## config.mk

```make
export PLATFORM = sky130hd
export DESIGN_NAME = owt_loader
export DESIGN_NICKNAME = d
export VERILOG_FILES = /design/src/include/owt_pkg.sv /design/src/include/owt_rx_if.sv /design/src/owt_bit_rx.sv /design/src/owt_loader.sv
export SDC_FILE = /design/constraint.sdc
export NUM_CORES = 1
export LEC_CHECK = 0
export BUFFER_PORTS_ARGS = -buffer_cell sky130_fd_sc_hd__buf_2
export CAP_MARGIN = 20
export CORE_MARGIN = 2
export CORE_UTILIZATION = 50
export CTS_CLUSTER_DIAMETER = 120
export DETAILED_ROUTE_END_ITERATION = 12
export GPL_TIMING_DRIVEN = 0
export PLACE_DENSITY_LB_ADDON = 0.25
export REMOVE_ABC_BUFFERS = 1
export SETUP_SLACK_MARGIN = 0.1
export SLEW_MARGIN = 20
export SYNTH_ARGS = -nofsm -noshare
export SYNTH_HDL_FRONTEND = slang
export SYNTH_SLANG_ARGS = --single-unit
```

## constraint.sdc

```tcl
create_clock -name ref_clk_i -period 5.8 [get_ports ref_clk_i]
set_input_delay 0.58 -clock ref_clk_i [delete_from_list [all_inputs] [get_ports ref_clk_i]]
set_output_delay 0.58 -clock ref_clk_i [all_outputs]
set_load 0.005 [all_outputs]
```

## src/include/owt_pkg.sv

```systemverilog
// ============================================================
// trim loader constants
package owt_pkg;

   // ============================================================
   // word layout
   localparam int WORD_BITS = 37;
   localparam int FUSE_BITS = 31;
   localparam int LAST_BIT = 36;
   localparam int OFS_POS = 0;
   localparam int OFS_W = 10;
   localparam int HALF_POS = 10;
   localparam int CGAIN_POS = 11;
   localparam int CGAIN_W = 3;
   localparam int FGAIN_POS = 14;
   localparam int FGAIN_W = 10;
   localparam int INV_POS = 24;
   localparam int TC_POS = 25;
   localparam int TC_W = 5;
   localparam int SPARE_POS = 30;
   localparam int VOL_POS = 31;
   localparam int VOL_W = 6;
   localparam logic [WORD_BITS-1:0] WORD_RST = 37'h0;
   localparam logic [FUSE_BITS-1:0] FUSE_BLANK = 31'h0;

   // ============================================================
   // timing
   localparam int CLK_MHZ = 100;
   localparam int FAST_RATE_KHZ = 40;
   localparam int SLOW_RATE_KHZ = 4;
   localparam int FAST_SAMPLE_CYC = CLK_MHZ * 1000 / FAST_RATE_KHZ;
   localparam int SLOW_SAMPLE_CYC = CLK_MHZ * 1000 / SLOW_RATE_KHZ;
   localparam int GAP_US = 100;
   localparam int GAP_CYC = GAP_US * CLK_MHZ;
   localparam int BURN_US = 200;
   localparam int BURN_CYC = BURN_US * CLK_MHZ;
   localparam int SAMPLE_DLY_NS = 500;
   localparam logic [7:0] SAMPLE_DLY_RST = 8'(SAMPLE_DLY_NS * CLK_MHZ / 1000);
   localparam int CNT_W = 16;
   localparam int GAIN_STEPS = 7;

   // ============================================================
   // register map (byte addresses)
   localparam logic [7:0] ADDR_CTRL = 8'h00;
   localparam logic [7:0] ADDR_STATUS = 8'h04;
   localparam logic [7:0] ADDR_CFG_LO = 8'h08;
   localparam logic [7:0] ADDR_CFG_HI = 8'h0C;
   localparam logic [7:0] ADDR_TEMP_LO = 8'h10;
   localparam logic [7:0] ADDR_TEMP_HI = 8'h14;

   typedef enum logic [3:0] {
      MODE_NORMAL = 4'h1,
      MODE_LOAD = 4'h2,
      MODE_BURN = 4'h4,
      MODE_HOLD = 4'h8
   } owt_mode_t;

endpackage

```

## src/include/owt_rx_if.sv

```systemverilog
`timescale 1ns/100ps
`default_nettype none
// ============================================================
// link between mode control and bit receiver
interface owt_rx_if;
   logic enable;
   logic [7:0] sample_dly;
   logic [36:0] word;
   logic done;
   logic [5:0] bit_cnt;
   modport rx (input enable, input sample_dly, output word, output done, output bit_cnt);
   modport ctl (output enable, output sample_dly, input word, input done, input bit_cnt);
endinterface
`default_nettype wire

```

## src/owt_bit_rx.sv

```systemverilog
`timescale 1ns/100ps
`default_nettype none
// ============================================================
// self-clocked bit receiver
module owt_bit_rx import owt_pkg::*; #(
   parameter int GAP_CYCLES = GAP_CYC
) (
   // clock and reset
   input wire logic ref_clk_i,
   input wire logic rst_i,
   // pin and control
   input wire logic pin_i,
   owt_rx_if.rx rx
);

   typedef struct packed {
      logic pin_d;
      logic busy;
      logic [7:0] cnt;
      logic [CNT_W-1:0] gap;
      logic [5:0] bit_cnt;
      logic [WORD_BITS-1:0] shift;
      logic [WORD_BITS-1:0] word;
      logic done;
   } owt_rx_state_t;

   owt_rx_state_t s;
   owt_rx_state_t next_s;
   logic [WORD_BITS-1:0] shifted;

   always_comb begin
      next_s = s;
      shifted = {s.shift[WORD_BITS-2:0], pin_i};
      next_s.pin_d = pin_i;
      next_s.done = 1'b0;
      if (!rx.enable) begin
         next_s.busy = 1'b0;
         next_s.bit_cnt = 6'h00;
         next_s.gap = '0;
      end else if (!s.busy && pin_i && !s.pin_d) begin
         // each bit opens with a rising edge
         next_s.busy = 1'b1;
         next_s.cnt = 8'h00;
         next_s.gap = '0;
      end else if (s.busy) begin
         next_s.cnt = s.cnt + 8'h01;
         if (s.cnt == rx.sample_dly) begin
            // level a programmable delay (sample_dly) after the edge is the bit value
            next_s.busy = 1'b0;
            next_s.shift = shifted;
            if (s.bit_cnt == 6'(LAST_BIT)) begin
               // full word only, partial words never reach the register
               next_s.word = shifted;
               next_s.done = 1'b1;
               next_s.bit_cnt = 6'h00;
            end else begin
               next_s.bit_cnt = s.bit_cnt + 6'h01;
            end
         end
      end else if (s.bit_cnt != 6'h00) begin
         // a long idle drops a broken word so the next one starts clean
         next_s.gap = s.gap + 16'h0001;
         if (s.gap == CNT_W'(GAP_CYCLES - 1)) begin
            next_s.bit_cnt = 6'h00;
            next_s.gap = '0;
         end
      end
   end

   always_ff @(posedge ref_clk_i) begin
      if (rst_i) begin
         s <= '0;
      end else begin
         s <= next_s;
      end
   end

   assign rx.word = s.word;
   assign rx.done = s.done;
   assign rx.bit_cnt = s.bit_cnt;

   // ============================================================
   // checks
   bit_count_a: assert property (@(posedge ref_clk_i) disable iff (rst_i)
      s.done |-> $past(s.bit_cnt) == 6'(LAST_BIT) && s.bit_cnt == 6'h00)
      else $error("word closed at wrong bit count");

   edge_start_a: assert property (@(posedge ref_clk_i) disable iff (rst_i)
      (rx.enable && !s.busy && pin_i && !s.pin_d) |=> s.busy && s.cnt == 8'h00 ##[1:256] !s.busy)
      else $error("rising edge did not start a bit");

endmodule
`default_nettype wire

```

## src/owt_loader.sv

```systemverilog
// Decided for this implementation: the address map and register access over APB.
`timescale 1ns/100ps
`default_nettype none
// Functional notes
// - load supply level turns pin into input
// - load mode accepts full 37-bit words
// - self-clocked bits sampled a programmable delay (sample_dly) after rising edges
// - received word applies to settings at once
// - repeated words replace the temporary register
// - burn supply fixes 31 fuses from temp
// - burn happens once, fuses never change after
// - 10-bit quiescent offset code, 1024 levels
// - half supply bit selects narrow offset range
// - sample rate 4 to 40 kHz by coarse gain
// - 3-bit coarse and 10-bit fine gain
// - slope invert bit reverses field polarity
// - 5-bit drift compensation code, default zero

// ============================================================
// trim loader top
module owt_loader import owt_pkg::*; #(
   parameter int GAP_CYCLES = GAP_CYC,
   parameter int BURN_CYCLES = BURN_CYC,
   parameter int SLOW_SAMPLE_CYCLES = SLOW_SAMPLE_CYC
) (
   // clock and reset
   input wire logic ref_clk_i,
   input wire logic rst_i,
   // supply level detectors
   input wire logic supply_load_i,
   input wire logic supply_burn_i,
   // shared output pin
   input wire logic pin_i,
   output logic pin_o,
   output logic pin_oe_o,
   // fuse array
   input wire logic [FUSE_BITS-1:0] fuse_i,
   output logic burn_en_o,
   output logic [FUSE_BITS-1:0] burn_data_o,
   // working settings to the signal chain
   output logic [OFS_W-1:0] quiescent_offset_code_o,
   output logic half_supply_range_select_o,
   output logic [CGAIN_W-1:0] coarse_gain_code_o,
   output logic [FGAIN_W-1:0] fine_gain_code_o,
   output logic slope_invert_bit_o,
   output logic [TC_W-1:0] temp_drift_comp_code_o,
   output logic spare_fused_o,
   output logic [VOL_W-1:0] volatile_bits_o,
   output logic sample_tick_o,
   // apb slave
   input wire logic [7:0] paddr_i,
   input wire logic psel_i,
   input wire logic penable_i,
   input wire logic pwrite_i,
   input wire logic [31:0] pwdata_i,
   output logic [31:0] prdata_o,
   output logic pready_o,
   output logic pslverr_o
);

   localparam int GAIN_STEP = (SLOW_SAMPLE_CYCLES - FAST_SAMPLE_CYC) / GAIN_STEPS;

   typedef struct packed {
      owt_mode_t mode;
      logic [WORD_BITS-1:0] temp;
      logic temp_valid;
      logic [WORD_BITS-1:0] work;
      logic [7:0] word_cnt;
      logic [CNT_W-1:0] burn_cnt;
      logic burn_en;
      logic [FUSE_BITS-1:0] burn_data;
      logic burned;
      logic [CNT_W-1:0] samp_cnt;
      logic sample_tick;
      logic pin_oe;
      logic [7:0] sample_dly;
      logic [31:0] prdata;
      logic pready;
      logic pslverr;
   } owt_top_state_t;

   owt_top_state_t s;
   owt_top_state_t next_s;
   owt_rx_if rx_if ();

   logic [CNT_W-1:0] samp_period;
   logic [31:0] rd_data;
   logic rd_hit;
   logic apb_done;

   // ============================================================
   // bit receiver
   owt_bit_rx #(
      .GAP_CYCLES(GAP_CYCLES)
   ) u_rx (
      .ref_clk_i(ref_clk_i),
      .rst_i(rst_i),
      .pin_i(pin_i),
      .rx(rx_if.rx)
   );

   assign rx_if.enable = (s.mode == MODE_LOAD);
   assign rx_if.sample_dly = s.sample_dly;

   // ============================================================
   // register read mux
   always_comb begin
      rd_data = 32'h0000_0000;
      rd_hit = 1'b1;
      unique case (paddr_i)
         ADDR_CTRL: rd_data = {24'h00_0000, s.sample_dly};
         ADDR_STATUS: rd_data = {10'h000, rx_if.bit_cnt, s.word_cnt, 2'h0, s.burned, s.temp_valid, s.mode};
         ADDR_CFG_LO: rd_data = s.work[31:0];
         ADDR_CFG_HI: rd_data = {27'h000_0000, s.work[WORD_BITS-1:32]};
         ADDR_TEMP_LO: rd_data = s.temp[31:0];
         ADDR_TEMP_HI: rd_data = {27'h000_0000, s.temp[WORD_BITS-1:32]};
         default: rd_hit = 1'b0;
      endcase
   end

   assign apb_done = psel_i && penable_i && s.pready;

   // ============================================================
   // next state
   always_comb begin
      next_s = s;
      next_s.sample_tick = 1'b0;
      samp_period = CNT_W'(FAST_SAMPLE_CYC) + CNT_W'(s.work[CGAIN_POS +: CGAIN_W]) * CNT_W'(GAIN_STEP);

      // apb: one wait state, registered answer
      next_s.pready = psel_i && penable_i && !s.pready;
      if (psel_i && penable_i && !s.pready) begin
         next_s.prdata = pwrite_i ? 32'h0000_0000 : rd_data;
         next_s.pslverr = !rd_hit;
      end else begin
         next_s.prdata = 32'h0000_0000;
         next_s.pslverr = 1'b0;
      end
      if (apb_done && pwrite_i && paddr_i == ADDR_CTRL) begin
         next_s.sample_dly = pwdata_i[7:0];
      end

      // word capture into the volatile register
      if (rx_if.done) begin
         next_s.temp = rx_if.word;
         next_s.temp_valid = 1'b1;
         next_s.word_cnt = s.word_cnt + 8'h01;
      end

      // mode decode from supply comparators
      unique case (s.mode)
         MODE_NORMAL: begin
            if (supply_burn_i) begin
               next_s.mode = MODE_BURN;
            end else if (supply_load_i) begin
               next_s.mode = MODE_LOAD;
            end
         end
         MODE_LOAD: begin
            if (supply_burn_i) begin
               next_s.mode = MODE_BURN;
            end else if (!supply_load_i) begin
               next_s.mode = MODE_NORMAL;
            end
         end
         MODE_BURN: begin
            if (!s.burn_en) begin
               // blank array and a loaded word are both needed
               if (fuse_i == FUSE_BLANK && s.temp_valid) begin
                  next_s.burn_en = 1'b1;
                  next_s.burn_data = s.temp[FUSE_BITS-1:0];
                  next_s.burn_cnt = '0;
               end else begin
                  next_s.mode = MODE_HOLD;
               end
            end else begin
               // pulse runs to full length even if supply sags
               next_s.burn_cnt = s.burn_cnt + 16'h0001;
               if (s.burn_cnt == CNT_W'(BURN_CYCLES - 1)) begin
                  next_s.burn_en = 1'b0;
                  next_s.burned = 1'b1;
                  next_s.mode = MODE_HOLD;
               end
            end
         end
         MODE_HOLD: begin
            // wait out the high supply so one excursion burns once
            if (!supply_burn_i) begin
               next_s.mode = supply_load_i ? MODE_LOAD : MODE_NORMAL;
            end
         end
      endcase
      next_s.pin_oe = (next_s.mode == MODE_NORMAL);

      // working settings: loaded word wins, else the fuses
      if (s.temp_valid) begin
         next_s.work = s.temp;
      end else begin
         next_s.work = {{VOL_W{1'b0}}, fuse_i};
      end

      // sample clock divider
      if (s.samp_cnt >= samp_period - 16'h0001) begin
         next_s.samp_cnt = '0;
         next_s.sample_tick = 1'b1;
      end else begin
         next_s.samp_cnt = s.samp_cnt + 16'h0001;
      end
   end

   always_ff @(posedge ref_clk_i) begin
      if (rst_i) begin
         s <= '{
            mode: MODE_NORMAL,
            temp: WORD_RST,
            temp_valid: 1'b0,
            work: WORD_RST,
            word_cnt: 8'h00,
            burn_cnt: 16'h0000,
            burn_en: 1'b0,
            burn_data: FUSE_BLANK,
            burned: 1'b0,
            samp_cnt: 16'h0000,
            sample_tick: 1'b0,
            pin_oe: 1'b1,
            sample_dly: SAMPLE_DLY_RST,
            prdata: 32'h0000_0000,
            pready: 1'b0,
            pslverr: 1'b0
         };
      end else begin
         s <= next_s;
      end
   end

   // ============================================================
   // outputs
   assign pin_o = 1'b0;
   assign pin_oe_o = s.pin_oe;
   assign burn_en_o = s.burn_en;
   assign burn_data_o = s.burn_data;
   assign quiescent_offset_code_o = s.work[OFS_POS +: OFS_W];
   assign half_supply_range_select_o = s.work[HALF_POS];
   assign coarse_gain_code_o = s.work[CGAIN_POS +: CGAIN_W];
   assign fine_gain_code_o = s.work[FGAIN_POS +: FGAIN_W];
   assign slope_invert_bit_o = s.work[INV_POS];
   assign temp_drift_comp_code_o = s.work[TC_POS +: TC_W];
   assign spare_fused_o = s.work[SPARE_POS];
   assign volatile_bits_o = s.work[VOL_POS +: VOL_W];
   assign sample_tick_o = s.sample_tick;
   assign prdata_o = s.prdata;
   assign pready_o = s.pready;
   assign pslverr_o = s.pslverr;

   // ============================================================
   // checks
   int unsigned tick_gap;
   logic tick_seen;

   always_ff @(posedge ref_clk_i) begin
      if (rst_i) begin
         tick_gap <= 0;
         tick_seen <= 1'b0;
      end else if (sample_tick_o) begin
         tick_gap <= 1;
         tick_seen <= 1'b1;
      end else begin
         tick_gap <= tick_gap + 1;
      end
   end

   pin_dir_a: assert property (@(posedge ref_clk_i) disable iff (rst_i)
      (s.mode == MODE_NORMAL && supply_load_i && !supply_burn_i) |=> !pin_oe_o)
      else $error("pin still driving in load mode");

   word_take_a: assert property (@(posedge ref_clk_i) disable iff (rst_i)
      rx_if.done |=> s.temp == $past(rx_if.word) && s.word_cnt == $past(s.word_cnt) + 8'h01)
      else $error("received word not taken");

   cfg_apply_a: assert property (@(posedge ref_clk_i) disable iff (rst_i)
      (rx_if.done ##1 !rx_if.done) |=> quiescent_offset_code_o == s.temp[OFS_POS +: OFS_W]
         && slope_invert_bit_o == s.temp[INV_POS] && temp_drift_comp_code_o == s.temp[TC_POS +: TC_W]
         && fine_gain_code_o == s.temp[FGAIN_POS +: FGAIN_W])
      else $error("loaded word not applied");

   burn_once_a: assert property (@(posedge ref_clk_i) disable iff (rst_i)
      $rose(burn_en_o) |-> $past(fuse_i) == FUSE_BLANK && !$past(s.burned))
      else $error("burn started on used fuses");

   burn_data_a: assert property (@(posedge ref_clk_i) disable iff (rst_i)
      burn_en_o |-> burn_data_o == s.temp[FUSE_BITS-1:0] && s.mode == MODE_BURN)
      else $error("burn data differs from temporary word");

   fuse_boot_a: assert property (@(posedge ref_clk_i) disable iff (rst_i)
      (!rst_i && !s.temp_valid && $stable(fuse_i)) |=> quiescent_offset_code_o == fuse_i[OFS_POS +: OFS_W]
         && volatile_bits_o == 6'h00)
      else $error("settings not taken from fuses");

   tick_rate_a: assert property (@(posedge ref_clk_i) disable iff (rst_i)
      (sample_tick_o && tick_seen && $stable(coarse_gain_code_o)) |->
         tick_gap >= FAST_SAMPLE_CYC && tick_gap <= SLOW_SAMPLE_CYCLES)
      else $error("sample rate out of range");

endmodule
`default_nettype wire

```

Word level (Yosys, flattened, before mapping)
Cells that the tools add are included.

Reduce and logical (&&, ||, !) cells: 35. Add/sub/neg operators: 8. Equality and inequality tests: 15. Magnitude comparators: 1. Muxes and demuxes: 27. Bitwise logic cells: 7. $mul: 1.

Operator list (number): one-hot mux 32 bit (6 select lines) (1); two-way mux 81 bit (1); adder 16 x 1 -> 16 bit, second input constant (3); two-way mux 48 bit (1); two-way mux 22 bit (2); two-way mux 38 bit (1); two-way mux 4 bit (8); zero test 31 bit (1); two-way mux 31 bit (1); two-way mux 25 bit (1); two-way mux 17 bit (1); adder 12 x 15 -> 16 bit, first input constant (1); adder 8 x 1 -> 8 bit, second input constant (2); equality test 16 x 14 -> 1 bit, second input constant (1); equality test 16 x 15 -> 1 bit, second input constant (1); equality test 8 x 4 -> 1 bit, second input constant (2); equality test 8 x 5 -> 1 bit, second input constant (2); >= comparator 16 bit (1); two-way mux 16 bit (1); one-hot mux 4 bit (4 select lines) (1); subtractor 16 x 1 -> 16 bit, second input constant (1); multiplier 3 x 11 -> 14 bit, second input constant (1); two-way mux 6 bit (2); two-way mux 9 bit (1); other kinds (25) (56).

Input bits: 79. Flip-flop bits (word level): 303. Output and inout port bits: 106.

Longest topological paths before layout
Word-level depth: 6. Depth in mapped cells: 16.

By module
A second synthesis with hierarchy kept.

Cells, all modules: 1520. Area total of the unflattened synthesis: 14176.1 µm².

By module, submodules not included: owt_loader (sequential area each 3923.8 µm², cells each 1005, times used 1, area an instance 9233.9 µm²); owt_bit_rx (sequential area each 2122.0 µm², cells each 515, times used 1, area an instance 4942.2 µm²).

Worst setup path after synthesis
No wires, ideal clock.

Kind: register to register. Start point: register s, in the netlist coarse_gain_code_o[1]. End point: register s[49] (netlist name). Arrival time: 3771 ps. Cell stages (with the launch flop): 17. Path slack: 1964 ps. Setup time: 65 ps. Clock period less this slack: 3836 ps. Cells stage by stage: dfxtp_1 -> fa_1 -> ha_1 -> inv_1 -> fa_1 -> nand3b_1 -> nor2_1 -> nor2_1 -> o21ai_0 -> xnor2_1 -> ha_1 -> a21o_1 -> a21o_1 -> a21oi_1 -> nand4_1 -> clkbuf_1 -> nor2_1.

Cells in the longest elaborated chain, start to end: 5.

Ends and longest elaborated chain: start: declaration (RTL line owt_loader.sv:82) `owt_top_state_t s;`; start signal: assignment (RTL line owt_loader.sv:213) `s <= '{`; start signal: assignment (RTL line owt_loader.sv:232) `s <= next_s;`; multiplier 3 x 11 -> 14 bit (RTL line owt_loader.sv:128) `samp_period = CNT_W'(FAST_SAMPLE_CYC) + CNT_W'(s.work[CGAIN_POS +: CGAIN_W]) * CNT_W'(GAIN_STEP);`; adder 12 x 15 -> 16 bit (RTL line owt_loader.sv:128); subtractor 16 x 1 -> 16 bit (RTL line owt_loader.sv:203) `if (s.samp_cnt >= samp_period - 16'h0001) begin`; >= comparator 16 bit (RTL line owt_loader.sv:203); OR reduction 2 bit (no line).

No other way between the ends. A chain may end at the register's enable or synchronous reset.

Final worst setup path
Start point: register s, in the netlist coarse_gain_code_o[0]. End point: register s[51] (netlist name).

The elaborated chain is that of the path after synthesis.

==> flow_metrics.env <==
export IMPL_status="finished, violations left"
export IMPL_violations="design-rule violations"
export IMPL_dieWidth_um=169
export IMPL_synth_compound_area_frac=0.103
export IMPL_fillers=2450
export IMPL_maxSlewHeadroom=0.232
export IMPL_synth_cell_type_count=73
export IMPL_cts_hold_buf=0
export IMPL_crit_path_end_kind="flop"
export IMPL_slew_viol_final=0
export IMPL_yosysMostFrequentCell="dfxtp_1"
export IMPL_setup_viol=0
export IMPL_synth_top_family_by_area="simple AND/OR/NAND/NOR gates"
export IMPL_drtIter0Drc=811
export IMPL_ys_async_sr_fraction=0
export IMPL_dpl_cell_area_um2=14000
export IMPL_globalplace_congestion=0.865
export IMPL_period_share=0.792
export IMPL_startpoint_type="flop"
export IMPL_fin_setup_tns_ns=0
export IMPL_critPathMaxFanout=16
export IMPL_holdPathStages=3
export IMPL_clock_skew_ns=0.0162
export IMPL_synth_edff_count=0
export IMPL_nNetsFinal=1632
export IMPL_io_pins=185
export IMPL_die_h_um=169
export IMPL_hold_viol_final=0
export IMPL_cts_buffers=31
export IMPL_period_minus_slack_ns=4.59
export IMPL_synth_xor_area_share=0.0379
export IMPL_fp_row_count=60
export IMPL_hold_class="in -> reg"
export IMPL_cts_setup_buffers=0
export IMPL_initial_core_util=0.507
export IMPL_vias=10319
export IMPL_grt_overflow=0
export IMPL_antenna_found_initial=0
export IMPL_gr_usage_all_layers=0.218
export IMPL_r2r_start="coarse_gain_code_o[0]"
export IMPL_muxShareOfSynthArea=0.0926
export IMPL_ff2ff_path_depth=15
export IMPL_min_to="rx_if.sample_dly[4]"
export IMPL_r2r_end="s[51]"
export IMPL_power_density_nw_per_um2=283
export IMPL_clk_path_buf_depth=3
export IMPL_holdWs_ns=0.251
export IMPL_cp_arrival_ns=5.07
export IMPL_synth_area_top_cells="dfxtp_1, mux2i_1, nor2_1"
export IMPL_dieArea_um2=28600
export IMPL_synth_adder_area_share=0.0347
export IMPL_yosysTopAreaCellShare=0.444
export IMPL_drt_pass1_iterations=13
export IMPL_max_freq_mhz=218
export IMPL_first_global_vias=9673
export IMPL_grt_pass1_wl_mm=50.7
export IMPL_max_vdd_ir_drop_v=0.000207
export IMPL_ctsResizeCount=0
export IMPL_avgSynthCellArea_um2=9.15
export IMPL_path_class="reg -> reg"
export IMPL_cts_tree="built"
export IMPL_drc=2
export IMPL_ant_nets=0
export IMPL_hp_start="pwdata_i[4]"
export IMPL_htreeDepth=1
export IMPL_rsz0062_at_grt="no"
export IMPL_p_leak_nw=5.65
export IMPL_yosys_area_top_type="dfxtp_1"
export IMPL_hpwl_mm=22.1
export IMPL_yosys_area_share_simple=0.198
export IMPL_ys_seq_area_frac=0.444
export IMPL_tightest_slew_ns=1.14
export IMPL_synthFlopType="dfxtp_1"
export IMPL_r2r_slack_ns=1.21
export IMPL_core_area_um2=26900
export IMPL_synth_area_um2=13600
export IMPL_finalWirelength_mm=31.8
export IMPL_crit_required_ns=6.28
export IMPL_stdcell_area_um2=15000
export IMPL_clk_pin_slew_worst_paths_ns=0.06
export IMPL_area_growth_pct=10.2
export IMPL_avgRoutedWirePerCell_um=16.9
export IMPL_ys_top_cells_by_count="dfxtp_1, nor2_1, nand2_1"
export IMPL_cts_root_buffer="clkbuf_16"
export IMPL_drive_gt1_frac=0.205
export IMPL_insertion_delay_ns=0.56
export IMPL_ys_ff_latch=302
export IMPL_ys_warnings_count=0
export IMPL_diodes=0
export IMPL_post_synth_inst_count=1488
export IMPL_portBuffers=159
export IMPL_cap_violations=0
export IMPL_grt_start_max_net_pins=93
export IMPL_cts_sinks=302
export IMPL_via_per_inst=5.49
power by group:
| part | leakage, nW | total (mW) | internal [mW] | switching (mW) |
|---|---|---|---|---|
| combinational | 2.70 | 0.172 | 0.0717 | 0.100 |
| sequential | 2.44 | 2.11 | 2.09 | 0.0211 |
| clock | 0.507 | 1.97 | 1.15 | 0.818 |
registers in the layout (all words and copies together) (netlist names), 6 cells and up:
signal and cells:
volatile_bits_o 6, prdata_o 32, rx_if.sample_dly 8, burn_data_o 31, u_rx.rx.bit_cnt 6, fine_gain_code_o 10, u_rx.s 62, quiescent_offset_code_o 10
s 83, u_rx.rx.word 37
layout make-up:
class | count | area [um2] | area share
multi-input combinational | 986 | 6380 | 0.425
tap | 341 | 427 | 0.0284
inverter | 18 | 67.6 | 0.00450
sequential | 302 | 6050 | 0.403
clock inverter | 10 | 88.8 | 0.00592
clock buffer | 46 | 932 | 0.0621
timing repair buffer | 178 | 1070 | 0.0710
critical path: stages, from the launching register on:
cell and delay [ns]:
dfxtp_1 0.72, fa_1 0.51, ha_1 0.21, inv_1 0.07, fa_1 0.46, nand3b_1 0.22, nor2_1 0.14, nor2_1 0.08
o21ai_0 0.33, xnor2_1 0.13, ha_1 0.30, a21o_1 0.18, a21o_1 0.16, a21oi_1 0.17, nand4_1 0.57, nor2_1 0.27
worst max-delay path by stage:
stage | start | to | slack [ns]
after floorplan | s[154] | burn_data_o[0] | -1.14
after global placement | s[154] | burn_data_o[28] | -5.38
after detailed placement | coarse_gain_code_o[0] | s[57] | 1.23
after CTS | coarse_gain_code_o[0] | s[51] | 1.19
after global routing | coarse_gain_code_o[0] | s[44] | 0.79
final | coarse_gain_code_o[0] | s[51] | 1.21
cells by family after synthesis:
kind of cell | after synthesis
AND/OR/NAND/NOR | 571
flip-flops | 302
AO/OA/AOI/OAI | 200
buffers and inverters | 200
multiplexers | 119
XOR/XNOR | 59
adder cells (fa/ha/maj) | 36
other | 1
cells in the final DEF, fill, tap and decap left out, types with 15 or more instances in the layout:
cell type,instances
inv_1,17
mux2i_1,111
nand3_1,26
a22oi_1,18
ha_1,33
clkbuf_16,31
o21ai_0,15
buf_2,164
dfxtp_1,300
nor2_1,216
nand4_1,26
a21oi_1,67
a222oi_1,15
a21oi_2,30
nand2_1,168
xnor2_1,27
xor2_1,32
nand2_2,30
nor3_1,20
routing by layer:
layer	track usage	wire, um
met5	0	0
met4	0.0438	460
met3	0.0358	2210
met2	0.352	14300
met1	0.308	14800
metrics by stage:
step	worst slack, ns	instances	power [mW]	utilization
6_report	1.21	1881	4.25	0.559
5_1_grt	0.793	1881	4.39	0.559
4_1_cts	1.19	1881	4.29	0.559
3_5_place_dp	1.23	1825	2.33	0.521
3_3_place_gp	-5.38	1806	2.32	0.510
2_1_floorplan	-1.14	1306	2.23	-
(Power assumes the default switching activity.)
